==> src/tbc_pkg.sv <==
// Package with register map, field layout and carrier types for the 10M/self-test slice
package tbc_pkg;

  // ----------------------------------------------------------------
  // Register offsets
  // ----------------------------------------------------------------
  localparam logic [4:0] TBC_ADDR_TEN_CTRL   = 5'h1a;
  localparam logic [4:0] TBC_ADDR_ERR_GAP    = 5'h1b;
  localparam logic [4:0] TBC_ADDR_PKT_LEN    = 5'h1c;
  localparam logic [4:0] TBC_ADDR_PHY_STATUS = 5'h10;
  localparam logic [4:0] TBC_ADDR_IRQ_STAT   = 5'h08;
  localparam logic [4:0] TBC_ADDR_IRQ_MASK   = 5'h09;

  // ----------------------------------------------------------------
  // Field positions and reset values
  // ----------------------------------------------------------------
  localparam int TBC_BIT_RX_THRESH_LOW = 13;
  localparam int TBC_SQ_LSB            = 9;
  localparam int TBC_BIT_LP_SUPPRESS   = 7;
  localparam int TBC_BIT_POLARITY      = 4;
  localparam int TBC_BIT_JABBER_OFF    = 0;
  localparam int TBC_BIT_STS_POLARITY  = 12;
  localparam int TBC_BIT_LATCH_CMD     = 15;
  localparam int TBC_ERR_LSB           = 8;
  localparam logic [7:0]  TBC_GAP_RESET     = 8'h7d;
  localparam logic [10:0] TBC_PKT_LEN_RESET = 11'h5ee;
  localparam logic [7:0]  TBC_ERR_MAX       = 8'hff;
  localparam logic [15:0] TBC_TEN_WMASK     = 16'h3e81;

  // Squelch threshold figures in millivolts, and bytes per gap quad
  localparam int TBC_SQ_BASE_MV = 200;
  localparam int TBC_SQ_STEP_MV = 50;
  localparam int TBC_GAP_UNIT   = 4;

  // Interrupt status bit positions
  localparam int TBC_IRQ_POLARITY = 0;
  localparam int TBC_IRQ_ERRBYTE  = 1;
  localparam int TBC_IRQ_SAT      = 2;
  localparam int TBC_IRQ_W        = 3;

  // ----------------------------------------------------------------
  // Carrier types
  // ----------------------------------------------------------------
  typedef struct packed {
    logic [4:0]  addr;
    logic [15:0] wdata;
    logic        wr;
    logic        rd;
  } tbc_bus_req_t;

  typedef struct packed {
    logic        rx_thresh_low;
    logic [3:0]  squelch_code;
    logic        link_pulse_suppress;
    logic        jabber_off;
    logic [7:0]  selftest_gap_quads;
    logic [10:0] selftest_pkt_bytes;
  } tbc_cfg_t;

  typedef struct packed {
    logic        polarity_inv;
    logic        prbs_err_byte;
    logic        err_cnt_wrap;
    logic        speed_10m;
  } tbc_evt_t;

endpackage

==> src/tbc_cnt.sv <==
// Errored-byte counter with latch-and-clear and saturate or wrap mode
`timescale 1ns/1ns
module tbc_cnt #(
  parameter int W = 8
) (
  input  wire logic         clk_sys,
  input  wire logic         rst,
  input  wire logic         err_byte,
  input  wire logic         wrap_mode,
  input  wire logic         latch_clr,
  output logic [W-1:0]      held_count,
  output logic              saturated
);

  typedef struct packed {
    logic [W-1:0] run;
    logic [W-1:0] held;
    logic         sat;
  } tbc_cnt_state_t;

  tbc_cnt_state_t st_reg;
  tbc_cnt_state_t st_next;

  // Count, latch and clear; a latch in the same cycle as an error drops that byte
  always_comb begin
    st_next     = st_reg;
    st_next.sat = 1'b0;
    if (latch_clr) begin
      st_next.held = st_reg.run;
      st_next.run  = '0;
    end else if (err_byte) begin
      if (st_reg.run == {W{1'b1}} && !wrap_mode) begin
        st_next.sat = 1'b1;
      end else begin
        st_next.run = st_reg.run + 1'b1;
      end
    end
  end

  // State register
  always_ff @(posedge clk_sys) begin
    if (rst) begin
      st_reg <= '0;
    end else begin
      st_reg <= st_next;
    end
  end

  assign held_count = st_reg.held;
  assign saturated  = st_reg.sat;

endmodule

==> src/tbc_regs.sv <==
// 10 Mb/s control and self-test configuration registers with interrupt logic
//
// Strobed register access was chosen for this implementation.
`timescale 1ns/1ns
module tbc_regs #(
  parameter int ERR_W = 8
) (
  input  wire logic                 clk_sys,
  input  wire logic                 rst,
  input  wire tbc_pkg::tbc_bus_req_t bus_req,
  output logic [15:0]               rd_data,
  input  wire logic                 pol_inv_pin,
  input  wire logic                 err_byte,
  input  wire logic                 err_cnt_wrap,
  input  wire logic                 speed_10m,
  output tbc_pkg::tbc_cfg_t         cfg,
  output logic                      jabber_active_off,
  output logic [9:0]                selftest_gap_bytes,
  output logic [9:0]                squelch_mv,
  output logic                      irq
);

  // ----------------------------------------------------------------
  // State
  // ----------------------------------------------------------------
  typedef struct packed {
    logic                           pol_s1;
    logic                           pol_s2;
    logic                           pol_s3;
    logic                           pol_flag;
    tbc_pkg::tbc_cfg_t              cfg;
    logic [15:0]                    rd_data;
    logic [tbc_pkg::TBC_IRQ_W-1:0]  stat;
    logic [tbc_pkg::TBC_IRQ_W-1:0]  mask;
    logic                           irq;
    logic                           jab_off;
    logic [9:0]                     gap_bytes;
    logic [9:0]                     sq_mv;
    logic                           lat_pend;
  } tbc_state_t;

  tbc_state_t st_reg;
  tbc_state_t st_next;

  logic [ERR_W-1:0] held_count;
  logic             saturated;
  logic             latch_clr;
  logic             wr_ten;
  logic             wr_gap;
  logic             wr_len;
  logic             rd_ten;
  logic [tbc_pkg::TBC_IRQ_W-1:0] evt;

  // ----------------------------------------------------------------
  // Decode
  // ----------------------------------------------------------------
  assign wr_ten    = bus_req.wr && bus_req.addr == tbc_pkg::TBC_ADDR_TEN_CTRL;
  assign wr_gap    = bus_req.wr && bus_req.addr == tbc_pkg::TBC_ADDR_ERR_GAP;
  assign wr_len    = bus_req.wr && bus_req.addr == tbc_pkg::TBC_ADDR_PKT_LEN;
  assign rd_ten    = bus_req.rd && bus_req.addr == tbc_pkg::TBC_ADDR_TEN_CTRL;
  assign latch_clr = wr_gap && bus_req.wdata[tbc_pkg::TBC_BIT_LATCH_CMD];

  // Error counter lives apart so its width can change
  tbc_cnt #(
    .W (ERR_W)
  ) u_cnt (
    .clk_sys    (clk_sys),
    .rst        (rst),
    .err_byte   (err_byte),
    .wrap_mode  (err_cnt_wrap),
    .latch_clr  (latch_clr),
    .held_count (held_count),
    .saturated  (saturated)
  );

  // Event vector for sticky status
  always_comb begin
    evt = '0;
    evt[tbc_pkg::TBC_IRQ_POLARITY] = st_reg.pol_s3 & ~st_reg.pol_flag;
    evt[tbc_pkg::TBC_IRQ_ERRBYTE]  = err_byte;
    evt[tbc_pkg::TBC_IRQ_SAT]      = saturated;
  end

  // ----------------------------------------------------------------
  // Next state
  // ----------------------------------------------------------------
  always_comb begin
    st_next         = st_reg;
    // Three flops on the analog polarity detector before any logic
    st_next.pol_s1  = pol_inv_pin;
    st_next.pol_s2  = st_reg.pol_s1;
    st_next.pol_s3  = st_reg.pol_s2;
    st_next.rd_data = 16'h0000;
    st_next.lat_pend = 1'b0;

    // Polarity flag: set wins over the read clear so no detection is lost
    if (rd_ten) begin
      st_next.pol_flag = 1'b0;
    end
    if (st_reg.pol_s3) begin
      st_next.pol_flag = 1'b1;
    end

    // Register writes; reserved bits never stored
    if (wr_ten) begin
      st_next.cfg.rx_thresh_low = bus_req.wdata[tbc_pkg::TBC_BIT_RX_THRESH_LOW];
      st_next.cfg.squelch_code  = bus_req.wdata[tbc_pkg::TBC_SQ_LSB +: 4];
      st_next.cfg.link_pulse_suppress = bus_req.wdata[tbc_pkg::TBC_BIT_LP_SUPPRESS];
      st_next.cfg.jabber_off    = bus_req.wdata[tbc_pkg::TBC_BIT_JABBER_OFF];
    end
    if (wr_gap) begin
      st_next.cfg.selftest_gap_quads = bus_req.wdata[7:0];
    end
    if (wr_len) begin
      st_next.cfg.selftest_pkt_bytes = bus_req.wdata[10:0];
    end
    if (bus_req.wr && bus_req.addr == tbc_pkg::TBC_ADDR_IRQ_MASK) begin
      st_next.mask = bus_req.wdata[tbc_pkg::TBC_IRQ_W-1:0];
    end

    // Sticky status: write one clears, a new event wins
    if (bus_req.wr && bus_req.addr == tbc_pkg::TBC_ADDR_IRQ_STAT) begin
      st_next.stat = st_reg.stat & ~bus_req.wdata[tbc_pkg::TBC_IRQ_W-1:0];
    end
    st_next.stat = st_next.stat | evt;
    st_next.irq  = |(st_reg.stat & st_reg.mask);

    // Read mux; unmapped addresses read zero, reserved bits zero
    if (bus_req.rd) begin
      case (bus_req.addr)
        tbc_pkg::TBC_ADDR_TEN_CTRL: begin
          st_next.rd_data[tbc_pkg::TBC_BIT_RX_THRESH_LOW] = st_reg.cfg.rx_thresh_low;
          st_next.rd_data[tbc_pkg::TBC_SQ_LSB +: 4]  = st_reg.cfg.squelch_code;
          st_next.rd_data[tbc_pkg::TBC_BIT_LP_SUPPRESS] = st_reg.cfg.link_pulse_suppress;
          st_next.rd_data[tbc_pkg::TBC_BIT_POLARITY] = st_reg.pol_flag;
          st_next.rd_data[tbc_pkg::TBC_BIT_JABBER_OFF] = st_reg.cfg.jabber_off;
        end
        tbc_pkg::TBC_ADDR_ERR_GAP: begin
          st_next.rd_data[tbc_pkg::TBC_ERR_LSB +: 8] = held_count[7:0];
          st_next.rd_data[7:0] = st_reg.cfg.selftest_gap_quads;
        end
        tbc_pkg::TBC_ADDR_PKT_LEN: begin
          st_next.rd_data[10:0] = st_reg.cfg.selftest_pkt_bytes;
        end
        tbc_pkg::TBC_ADDR_PHY_STATUS: begin
          // Status read shows the copy without clearing it
          st_next.rd_data[tbc_pkg::TBC_BIT_STS_POLARITY] = st_reg.pol_flag;
        end
        tbc_pkg::TBC_ADDR_IRQ_STAT: begin
          st_next.rd_data[tbc_pkg::TBC_IRQ_W-1:0] = st_reg.stat;
        end
        tbc_pkg::TBC_ADDR_IRQ_MASK: begin
          st_next.rd_data[tbc_pkg::TBC_IRQ_W-1:0] = st_reg.mask;
        end
        default: begin
          st_next.rd_data = 16'h0000;
        end
      endcase
    end

    // Derived controls; jabber disable only honoured at 10 Mb/s
    st_next.jab_off   = st_reg.cfg.jabber_off & speed_10m;
    st_next.gap_bytes = {st_reg.cfg.selftest_gap_quads, 2'b00};
    st_next.sq_mv     = 10'(tbc_pkg::TBC_SQ_BASE_MV
                        + tbc_pkg::TBC_SQ_STEP_MV * int'(st_reg.cfg.squelch_code));
  end

  // ----------------------------------------------------------------
  // Registers
  // ----------------------------------------------------------------
  always_ff @(posedge clk_sys) begin
    if (rst) begin
      st_reg                        <= '0;
      st_reg.cfg.selftest_gap_quads <= tbc_pkg::TBC_GAP_RESET;
      st_reg.cfg.selftest_pkt_bytes <= tbc_pkg::TBC_PKT_LEN_RESET;
      st_reg.gap_bytes              <= {tbc_pkg::TBC_GAP_RESET, 2'b00};
      st_reg.sq_mv                  <= 10'(tbc_pkg::TBC_SQ_BASE_MV);
    end else begin
      st_reg <= st_next;
    end
  end

  // Outputs straight from flops
  assign rd_data            = st_reg.rd_data;
  assign cfg                = st_reg.cfg;
  assign jabber_active_off  = st_reg.jab_off;
  assign selftest_gap_bytes = st_reg.gap_bytes;
  assign squelch_mv         = st_reg.sq_mv;
  assign irq                = st_reg.irq;

endmodule

==> config.mk <==
export PLATFORM = sky130hd
export DESIGN_NAME = tbc_regs
export DESIGN_NICKNAME = d
export VERILOG_FILES = /design/src/tbc_pkg.sv /design/src/tbc_cnt.sv /design/src/tbc_regs.sv
export SDC_FILE = /design/constraint.sdc
export NUM_CORES = 1
export LEC_CHECK = 0
export BUFFER_PORTS_ARGS = -buffer_cell sky130_fd_sc_hd__buf_2
export CAP_MARGIN = 10
export CORE_MARGIN = 8
export CORE_UTILIZATION = 30
export DETAILED_ROUTE_END_ITERATION = 7
export GPL_ROUTABILITY_DRIVEN = 0
export PLACE_DENSITY = 0.46
export RECOVER_POWER = 100
export SLEW_MARGIN = 10
export SYNTH_ARGS = -nofsm -noshare
export SYNTH_HDL_FRONTEND = slang
export SYNTH_HIERARCHICAL = 1
export SYNTH_SLANG_ARGS = --single-unit
==> constraint.sdc <==
create_clock -name clk_sys -period 2.8 [get_ports clk_sys]
set_input_delay 0.56 -clock clk_sys [delete_from_list [all_inputs] [get_ports clk_sys]]
set_output_delay 0.56 -clock clk_sys [all_outputs]
set_load 0.01 [all_outputs]
Word-level counts from Yosys, hierarchy flattened
Index checks and enable logic that the tools add are counted.
Widths: inputs -> output; s select.
{"block": "op_classes", "add_sub_neg": 2, "n_mul": 1, "n_eq_ne": 7, "muxes": 15, "bitwise_logic": 11, "reduce_logical": 16}
{"cell": "$eq 5x5->1 const B", "count": 4}
{"cell": "$add 8x10->10 const A", "count": 1}
{"cell": "$eq 5x4->1 const B", "count": 2}
{"cell": "$mul 5x4->9 const A", "count": 1}
{"cell": "$pmux 1 s3", "count": 3}
{"cell": "$reduce_or 3->1", "count": 3}
{"cell": "$add 8x1->8 const B", "count": 1}
{"cell": "$eq 8x8->1 const B", "count": 1}
{"cell": "$logic_and 1x1->1", "count": 8}
{"cell": "$pmux 1 s2", "count": 4}
{"cell": "$pmux 2 s4", "count": 1}
{"cell": "$and 3x3->3", "count": 2}
{"cell": "$pmux 2 s3", "count": 1}
{"cell": "$not 1->1", "count": 5}
{"cell": "$pmux 1 s5", "count": 1}
{"cell": "$pmux 2 s2", "count": 1}
{"cell": "$reduce_or 2->1", "count": 2}
{"cell": "$mux 1", "count": 3}
{"cell": "$mux 3", "count": 1}
{"cell": "$not 3->3", "count": 1}
{"cell": "$or 3x3->3", "count": 1}
{"cell": "$and 1x1->1", "count": 2}
{"cell": "$reduce_and 2->1", "count": 1}
{"cell": "$reduce_bool 2->1", "count": 1}
{"cell": "$logic_not 1->1", "count": 1}
{"block": "totals", "ff_bits": 91, "inputBits": 29, "out_inout_bits": 64, "word_cells": 74}

Logic depth before layout (Yosys ltp)
Gate-level depths: netlist of run 1.
{"block": "depth", "ltp_word": 4, "ltp_mapped": 9, "depth_no_buf": 9}

By module
Netlist of run 1, hierarchy kept.
{"mod": "tbc_regs", "instances": 1, "cells_each": 351, "area_per_inst_um2": 3311.9}
{"mod": "tbc_cnt", "instances": 1, "cells_each": 82, "area_per_inst_um2": 784.5}

Worst setup path after synthesis of run 1
No wires, ideal clock.
{"block": "synth_path", "kind": "reg-to-reg", "startpoint": "register cfg[21] (netlist name)", "endpoint": "register st_reg (netlist bit squelch_mv[9])", "setup_ns": 0.071, "arrival_time_ns": 2.042, "t_required_ns": 2.729, "slack_ns": 0.688, "path_stages_with_launch": 8, "n_path_buf": 0, "synth_period_minus_slack_ns": 2.112, "cell_sequence": "dfxtp_1 ha_1 ha_1 fa_1 a21oi_1 nor2b_1 or3_1 a21oi_1"}
{"block": "synth_via", "elab_chain_cells": 2}
{"element": "$mul 5x4->9", "line": "tbc_regs.sv:165", "text": "+ tbc_pkg::TBC_SQ_STEP_MV * int'(st_reg.cfg.squelch_code));"}
{"element": "$add 8x10->10", "line": "tbc_regs.sv:165"}
{"element": "end signal, assigned", "line": "tbc_regs.sv:179", "text": "st_reg <= st_next;"}
{"element": "end, declared", "line": "tbc_regs.sv:42", "text": "tbc_state_t st_reg;"}
No other way between the ends.
A chain may end at the register's enable or synchronous reset.

Worst setup path after layout of run 1
{"block": "layout_path", "startpoint": "input port rst", "endpoint": "register st_reg (netlist bit jabber_active_off)"}
{"element": "start, declared", "line": "tbc_regs.sv:9", "text": "input wire logic rst,"}
No word-level cell between the ends.

==> results of run 1 <==
[power groups by stage]
stage	clock network [mW]	registers [mW]	logic, mW
final	1.22	1.28	0.122
after global routing	1.31	1.28	0.136
after CTS	1.26	1.28	0.130
after detailed placement	0	1.30	0.129
after global placement	0	1.30	0.127
after floorplan	0	1.30	0.0828
[critical path, stage by stage]
cell and delay (ns):
clkbuf_1 0.20, clkbuf_1 0.86, inv_1 0.14, clkbuf_1 0.48, and3_1 0.36
[cell families after synthesis]
group / synth area share (%)
and+or+nand+nor: 18.7
xor gates and xnor gates: 1.50
AOI/OAI and AO/OA: 9.41
other: 0.0915
muxes: 6.87
adders and majority gates: 3.85
DFF: 43.0
buffers and inverters: 16.6
[cell type report]
cell class / count / area [µm²] / area share [%]
clock buffers: 12 / 246 / 5.67
clock inverters: 4 / 52.6 / 1.21
inverters: 4 / 15.0 / 0.345
multi-input cells: 252 / 1650 / 38.0
flip-flops and latches: 88 / 1760 / 40.5
well taps: 176 / 220 / 5.06
repair buffers: 96 / 403 / 9.26
[routing by layer]
| metal | up-vias | track usage [%] | routed length (µm) |
|---|---|---|---|
| li1 | 1448 | - | - |
| met5 | - | 0 | 0 |
| met4 | 0 | 3.03 | 85 |
| met3 | 9 | 4.62 | 580 |
| met2 | 69 | 19.3 | 4820 |
| met1 | 1338 | 13.8 | 4690 |
[worst max path at each step]
stage | start | to | slack (ns) | depth (start not counted)
finish | rst | jabber_active_off | 0.44 | 5
global route | rst | jabber_active_off | 0.24 | 5
CTS | cfg[22] | squelch_mv[9] | 0.47 | 7
detailed placement | bus_req[20] | u_cnt/st_reg[13] | 0.41 | 7
global placement | bus_req[20] | u_cnt/st_reg[13] | 0.42 | 7
floorplan | cfg[21] | squelch_mv[9] | 0.69 | 7
[synthesized netlist by cell type, types with 3 or more instances]
master	n
xnor2_1	5
inv_1	4
buf_6	3
buf_4	73
or2_2	6
nand3_1	25
nor2_1	33
or3_1	3
clkbuf_1	7
ha_1	11
buf_2	4
nor2b_1	11
a21oi_1	18
mux2i_1	27
nand4_1	4
dfxtp_1	88
a32oi_1	5
and3_1	8
a211oi_1	3
a31oi_1	4
nand2_1	36
a22oi_1	11
o21ai_0	3
==> metrics.md, run 1 <==
| Metric | Value |
|---|---|
| Vias in the first global route | 2962 |
| Die ar. | 0.0177 mm² |
| Cell Rows | 42 |
| Total negative slack | 0 ns |
| Largest register by flop count | cfg |
| Worst-path clk slew | about 0.060 ns |
| Yosys cell types | 55 |
| Nets@finish | 492 |
| Post-CTS resize count | 0 |
| Unrepaired setup endpoints after global routing | false |
| Post-route clock skew | 0.00781 ns |
| I/O Buffers | 88 |
| CP arrival | 2.60 ns |
| Final hold slack | roughly 0.42 ns |
| Post-synth top flop | dfxtp_1 |
| CTS tree | built |
| # fillers | 1448 |
| Tcrit/Tclk final | a little over four fifths |
| Slew Limit Fails | 0 |
| Vias | 2864 |
| Chip Width | 133 µm |
| Synth warn | 6 |
| Antenna violations before repair | 0 |
| Skew-Pair Late Insertion Delay | 0.35 ns |
| Hold Crit Start | pol_inv_pin |
| Post-synth EDFFs | 0 |
| Routed len/inst | 16.1 µm |
| P_leak | 1.73 nW |
| Clk pwr share | 46.6% |
| Inserted Diodes | 0 |
| Least-Margin Pin Slew | between 1 and 1.5 ns |
| Tot GR Track Use | 11.7% |
| Cell type with the largest total area after synthesis | dfxtp_1 |
| Share of layout cells above drive strength 1 | 12.5% |
| Max reg flops | 26 |
| Hold-fix buffers, CTS | 0 |
| Hold Path Depth | 2 |
| Syn avg cell area | 9.46 µm² |
| Place WS | 0.410 ns |
| H-Tree Depth | 3 |
| Routed wire length | 10200 µm |
| Area Growth Syn to Fin | 6.20% |
| Synth top area cells | dfxtp_1, buf_4, mux2i_1, ha_1, nand2_1 |
| Switching share of power | between 20% and 30% |
| Chip Height | 133 µm |
| Post-route setup slack | approximately 0.44 ns |
| Initial core utilization | 30.8% |
| Critical path class | input pin to flip-flop |
| Clk root buf | clkbuf_16 |
| First DRT Iteration DRCs | roughly 170 |
| DP Area | 0.00416 mm² |
| RR Startpoint | cfg[22] |
| Maximum vdd drop | 0.000265 V |
| Hold Path Class | input pin to flip-flop |
| Cells after DPL | between 600 and 700 |
| Endpoint, Worst Hold | st_next[73] |
| DR DRC count | 0 |
| Comb pwr share | under 10% |
| Final Core Density | 32.7% |
| Net Sw Power | 593 µW |
| Synthesized instance count | about 430 |
| Pwr/cell area | 602 mW/mm² |
| Post-CTS setup buffer count | 0 |
| Vias/cell | roughly 4.5 |
| Synthesis-stage register bit count | 88 |
| DRT Pass-1 Iters | 4 |
| Flop-to-flop setup slack | ~0.48 ns |
| Commonest non-fill, non-tap cell in the layout | dfxtp_1 |
| Top-area cell type share of the netlist area | 43.0% |
| Core area | 0.0133 mm² |
| Cts bufs inserted | 9 |
| Sink Count | 88 |
| Flop pwr share | 48.7% |
| Final cell count without fillers | 632 |
| I/O pin total | 93 |
| Cell Area, Synth | ~0.0041 mm² |
| First-pass GRT wire length | 16300 µm |
| # setup viols final | 0 |
| Largest net degree at the start of global routing | 26 |
| Worst slew margin | 25.5% |
| Final instance area | 0.00435 mm² |
| CP startpoint kind | input pin |
| Crit path max fanout | 25 |
| Status | complete, no violations |
| Commonest non-fill, non-tap cells in the layout | dfxtp_1, clkbuf_1, nand2_1 |
| Max-cap check violation count | 0 |
| Critical path data required time | 3.04 ns |
| Remaining antenna violation count | 0 |
| Tot Pwr | 2.62 mW |
| Reg2Reg Capture Point | squelch_mv[9] |
| R2r worst-path depth | 7 |
| Tmin final | 2.36 ns |
| Maximum clock insertion buffer count | 2 |
| Achievable Freq | 0.424 GHz |
| DP Wirelength | 7490 µm |
| Final hold viol count | 0 |
| Register area share after synthesis | between 40 and 50% |
| P_int | 2.03 mW |
| Post-synth ARST share | 0% |
| Grt ovf | 0 |
| Crit. End Element | flip-flop |
No activity file was read; power rests on OpenSTA's default activity.
==> run 2, diff against run 1 <==
==> constraint.sdc (replaced) <==
create_clock -name clk_sys -period 2.4 [get_ports clk_sys]
set_input_delay 0.48 -clock clk_sys [delete_from_list [all_inputs] [get_ports clk_sys]]
set_output_delay 0.48 -clock clk_sys [all_outputs]
set_load 0.01 [all_outputs]
==> run 2 against run 1 <==
Wire length is 0.42% higher. Critical path depth is 2 higher. Register-to-register slack worse by 0.38 ns. Cell count is 0.63% higher. Clock skew is 0.0030 ns higher. Largest cell class unchanged. Global-route usage is 0.12 points lower. Sequential power is 16% higher. Power is 14% higher. Via count is 2.7% higher. Die area stayed put. Critical path type is now flip-flop to flip-flop.
==> metrics.md, run 2 (same netlist as run 1, synthesis figures left out) <==
| Metric | Value |
|---|---|
| Switching share of power | 22.9% (was 22.6%) |
| Post-CTS setup buffer count | 0 (unchanged) |
| Achievable Freq | around 0.44 GHz |
| Least-Margin Pin Slew | 0.968 ns (was 1.12 ns) |
| I/O Buffers | 88 (unchanged) |
| DRT Pass-1 Iters | 4 (unchanged) |
| Routed len/inst | 16.1 µm (about the same) |
| CTS tree | built (unchanged) |
| Maximum clock insertion buffer count | 2 (unchanged) |
| Crit path max fanout | 6 (was 25) |
| P_leak | 1.75 nW (was 1.73 nW) |
| Tot GR Track Use | 11.6% (was 11.7%) |
| Critical path class | flip-flop to flip-flop (was input pin to flip-flop) |
| Routed wire length | 10200 µm (about the same) |
| Post-CTS resize count | 0 (unchanged) |
| Die ar. | 0.0177 mm² (unchanged) |
| Net Sw Power | 687 µW (was 593 µW) |
| CP startpoint kind | flip-flop (was input pin) |
| Tcrit/Tclk final | 95.6% |
| Grt ovf | 0 (unchanged) |
| First DRT Iteration DRCs | 173 (was 167) |
| H-Tree Depth | 3 (unchanged) |
| Comb pwr share | 4.8% (was 4.7%) |
| Vias in the first global route | 3007 (was 2962) |
| Nets@finish | 496 (was 492) |
| DP Area | 0.00419 mm² (was 0.00416 mm²) |
| Cts bufs inserted | 9 (unchanged) |
| Hold-fix buffers, CTS | 0 (unchanged) |
| Critical path data required time | 2.67 ns (was 3.04 ns) |
| Post-route clock skew | 0.0108 ns (was 0.00781 ns) |
| Slew Limit Fails | 0 (unchanged) |
| Chip Height | 133 µm (unchanged) |
| Pwr/cell area | 686 mW/mm² (was 602 mW/mm²) |
| Clk root buf | clkbuf_16 (unchanged) |
| Largest net degree at the start of global routing | 22 (was 26) |
| Total negative slack | 0 ns (unchanged) |
| Hold Path Class | input pin to flip-flop (unchanged) |
| Unrepaired setup endpoints after global routing | false (unchanged) |
| Sink Count | 88 (unchanged) |
| Inserted Diodes | 0 (unchanged) |
| Core area | 0.0133 mm² (unchanged) |
| Worst slew margin | 35.4% (was 25.5%) |
| Tmin final | 2.30 ns |
| Remaining antenna violation count | 0 (unchanged) |
| Max-cap check violation count | 0 (unchanged) |
| Clk pwr share | 45.6% (was 46.6%) |
| Cell Rows | 42 (unchanged) |
| DR DRC count | 0 (unchanged) |
| Commonest non-fill, non-tap cell in the layout | dfxtp_1 (unchanged) |
| Vias/cell | 4.62 (was 4.53) |
| Flop pwr share | 49.6% (was 48.7%) |
| Largest register by flop count | cfg (unchanged) |
| DP Wirelength | 7570 µm (was 7490 µm) |
| # setup viols final | 0 (unchanged) |
| Share of layout cells above drive strength 1 | 13.9% (was 12.5%) |
| First-pass GRT wire length | 16100 µm (was 16300 µm) |
| CP arrival | 2.57 ns (was 2.60 ns) |
| Status | complete, no violations (unchanged) |
| Tot Pwr | 3.00 mW (was 2.62 mW) |
| Chip Width | 133 µm (unchanged) |
| P_int | 2.31 mW (was 2.03 mW) |
| Vias | 2941 (was 2864) |
| Area Growth Syn to Fin | 6.72% (was 6.20%) |
| Final hold viol count | 0 (unchanged) |
| Final instance area | 0.00437 mm² (was 0.00435 mm²) |
| Maximum vdd drop | 0.000283 V (was 0.000265 V) |
| Antenna violations before repair | 0 (unchanged) |
| Worst-path clk slew | 0.06 ns (about the same) |
| Commonest non-fill, non-tap cells in the layout | dfxtp_1, clkbuf_1, nand2_1 (unchanged) |
| I/O pin total | 93 (unchanged) |
| Initial core utilization | 30.8% (unchanged) |
| Max reg flops | 26 (unchanged) |
| Skew-Pair Late Insertion Delay | 0.35 ns (about the same) |
| Crit. End Element | flip-flop (unchanged) |
-- run 2: layer usage --
layer / up-vias / global-route usage, % / wire length (µm)
met3: 11 / 4.09 / 562
met5: - / 0 / 0
met2: 71 / 19.4 / 4970
met4: 0 / 4.35 / 144
li1: 1454 / - / -
met1: 1405 / 13.2 / 4540
-- run 2: path summary, 6_finish.rpt --
check,startpoint,endpoint,slack [ns],cells after the start
worst min register to register,st_next[72],st_reg[72],0.45,1
worst max register to register,cfg[21],squelch_mv[9],0.10,7
worst min-delay path,pol_inv_pin,st_next[73],0.35,2
worst max-delay path,cfg[21],squelch_mv[9],0.10,7
-- run 2: final cells by class --
type,count,area [µm²]
clock buffers,12,267
clock inverters,4,27.5
fillers,1406,8920
inverters,4,15.0
multi-input cells,252,1650
flip-flops and latches,88,1760
well taps,176,220
repair buffers,100,425
-- run 2: through the flow --
step	std cells	utilization [%]	worst slack, ns	hold WS [ns]
after floorplan	435	-	0.288	0.414
after global placement	620	31.5	0.158	0.430
after detailed placement	620	31.5	0.126	0.438
after CTS	636	33.7	0.0812	0.335
after global routing	636	32.9	0.00613	0.353
final	636	32.9	0.105	0.345
-- run 2: worst max-delay path, cell delays in order, from the launching register on --
cell and delay (ns):
dfxtp_1 0.43, ha_1 0.27, ha_1 0.25, fa_1 0.57, a21oi_1 0.08, nor2b_1 0.15
or3_1 0.34, a21oi_1 0.14
-- run 2: power groups by stage --
| stage | clock, mW | sequential [mW] | combinational, mW |
|---|---|---|---|
| after floorplan | 0 | 1.52 | 0.0966 |
| after global placement | 0 | 1.52 | 0.150 |
| after detailed placement | 0 | 1.52 | 0.152 |
| after CTS | 1.40 | 1.49 | 0.152 |
| after global routing | 1.46 | 1.49 | 0.158 |
| final | 1.37 | 1.49 | 0.143 |
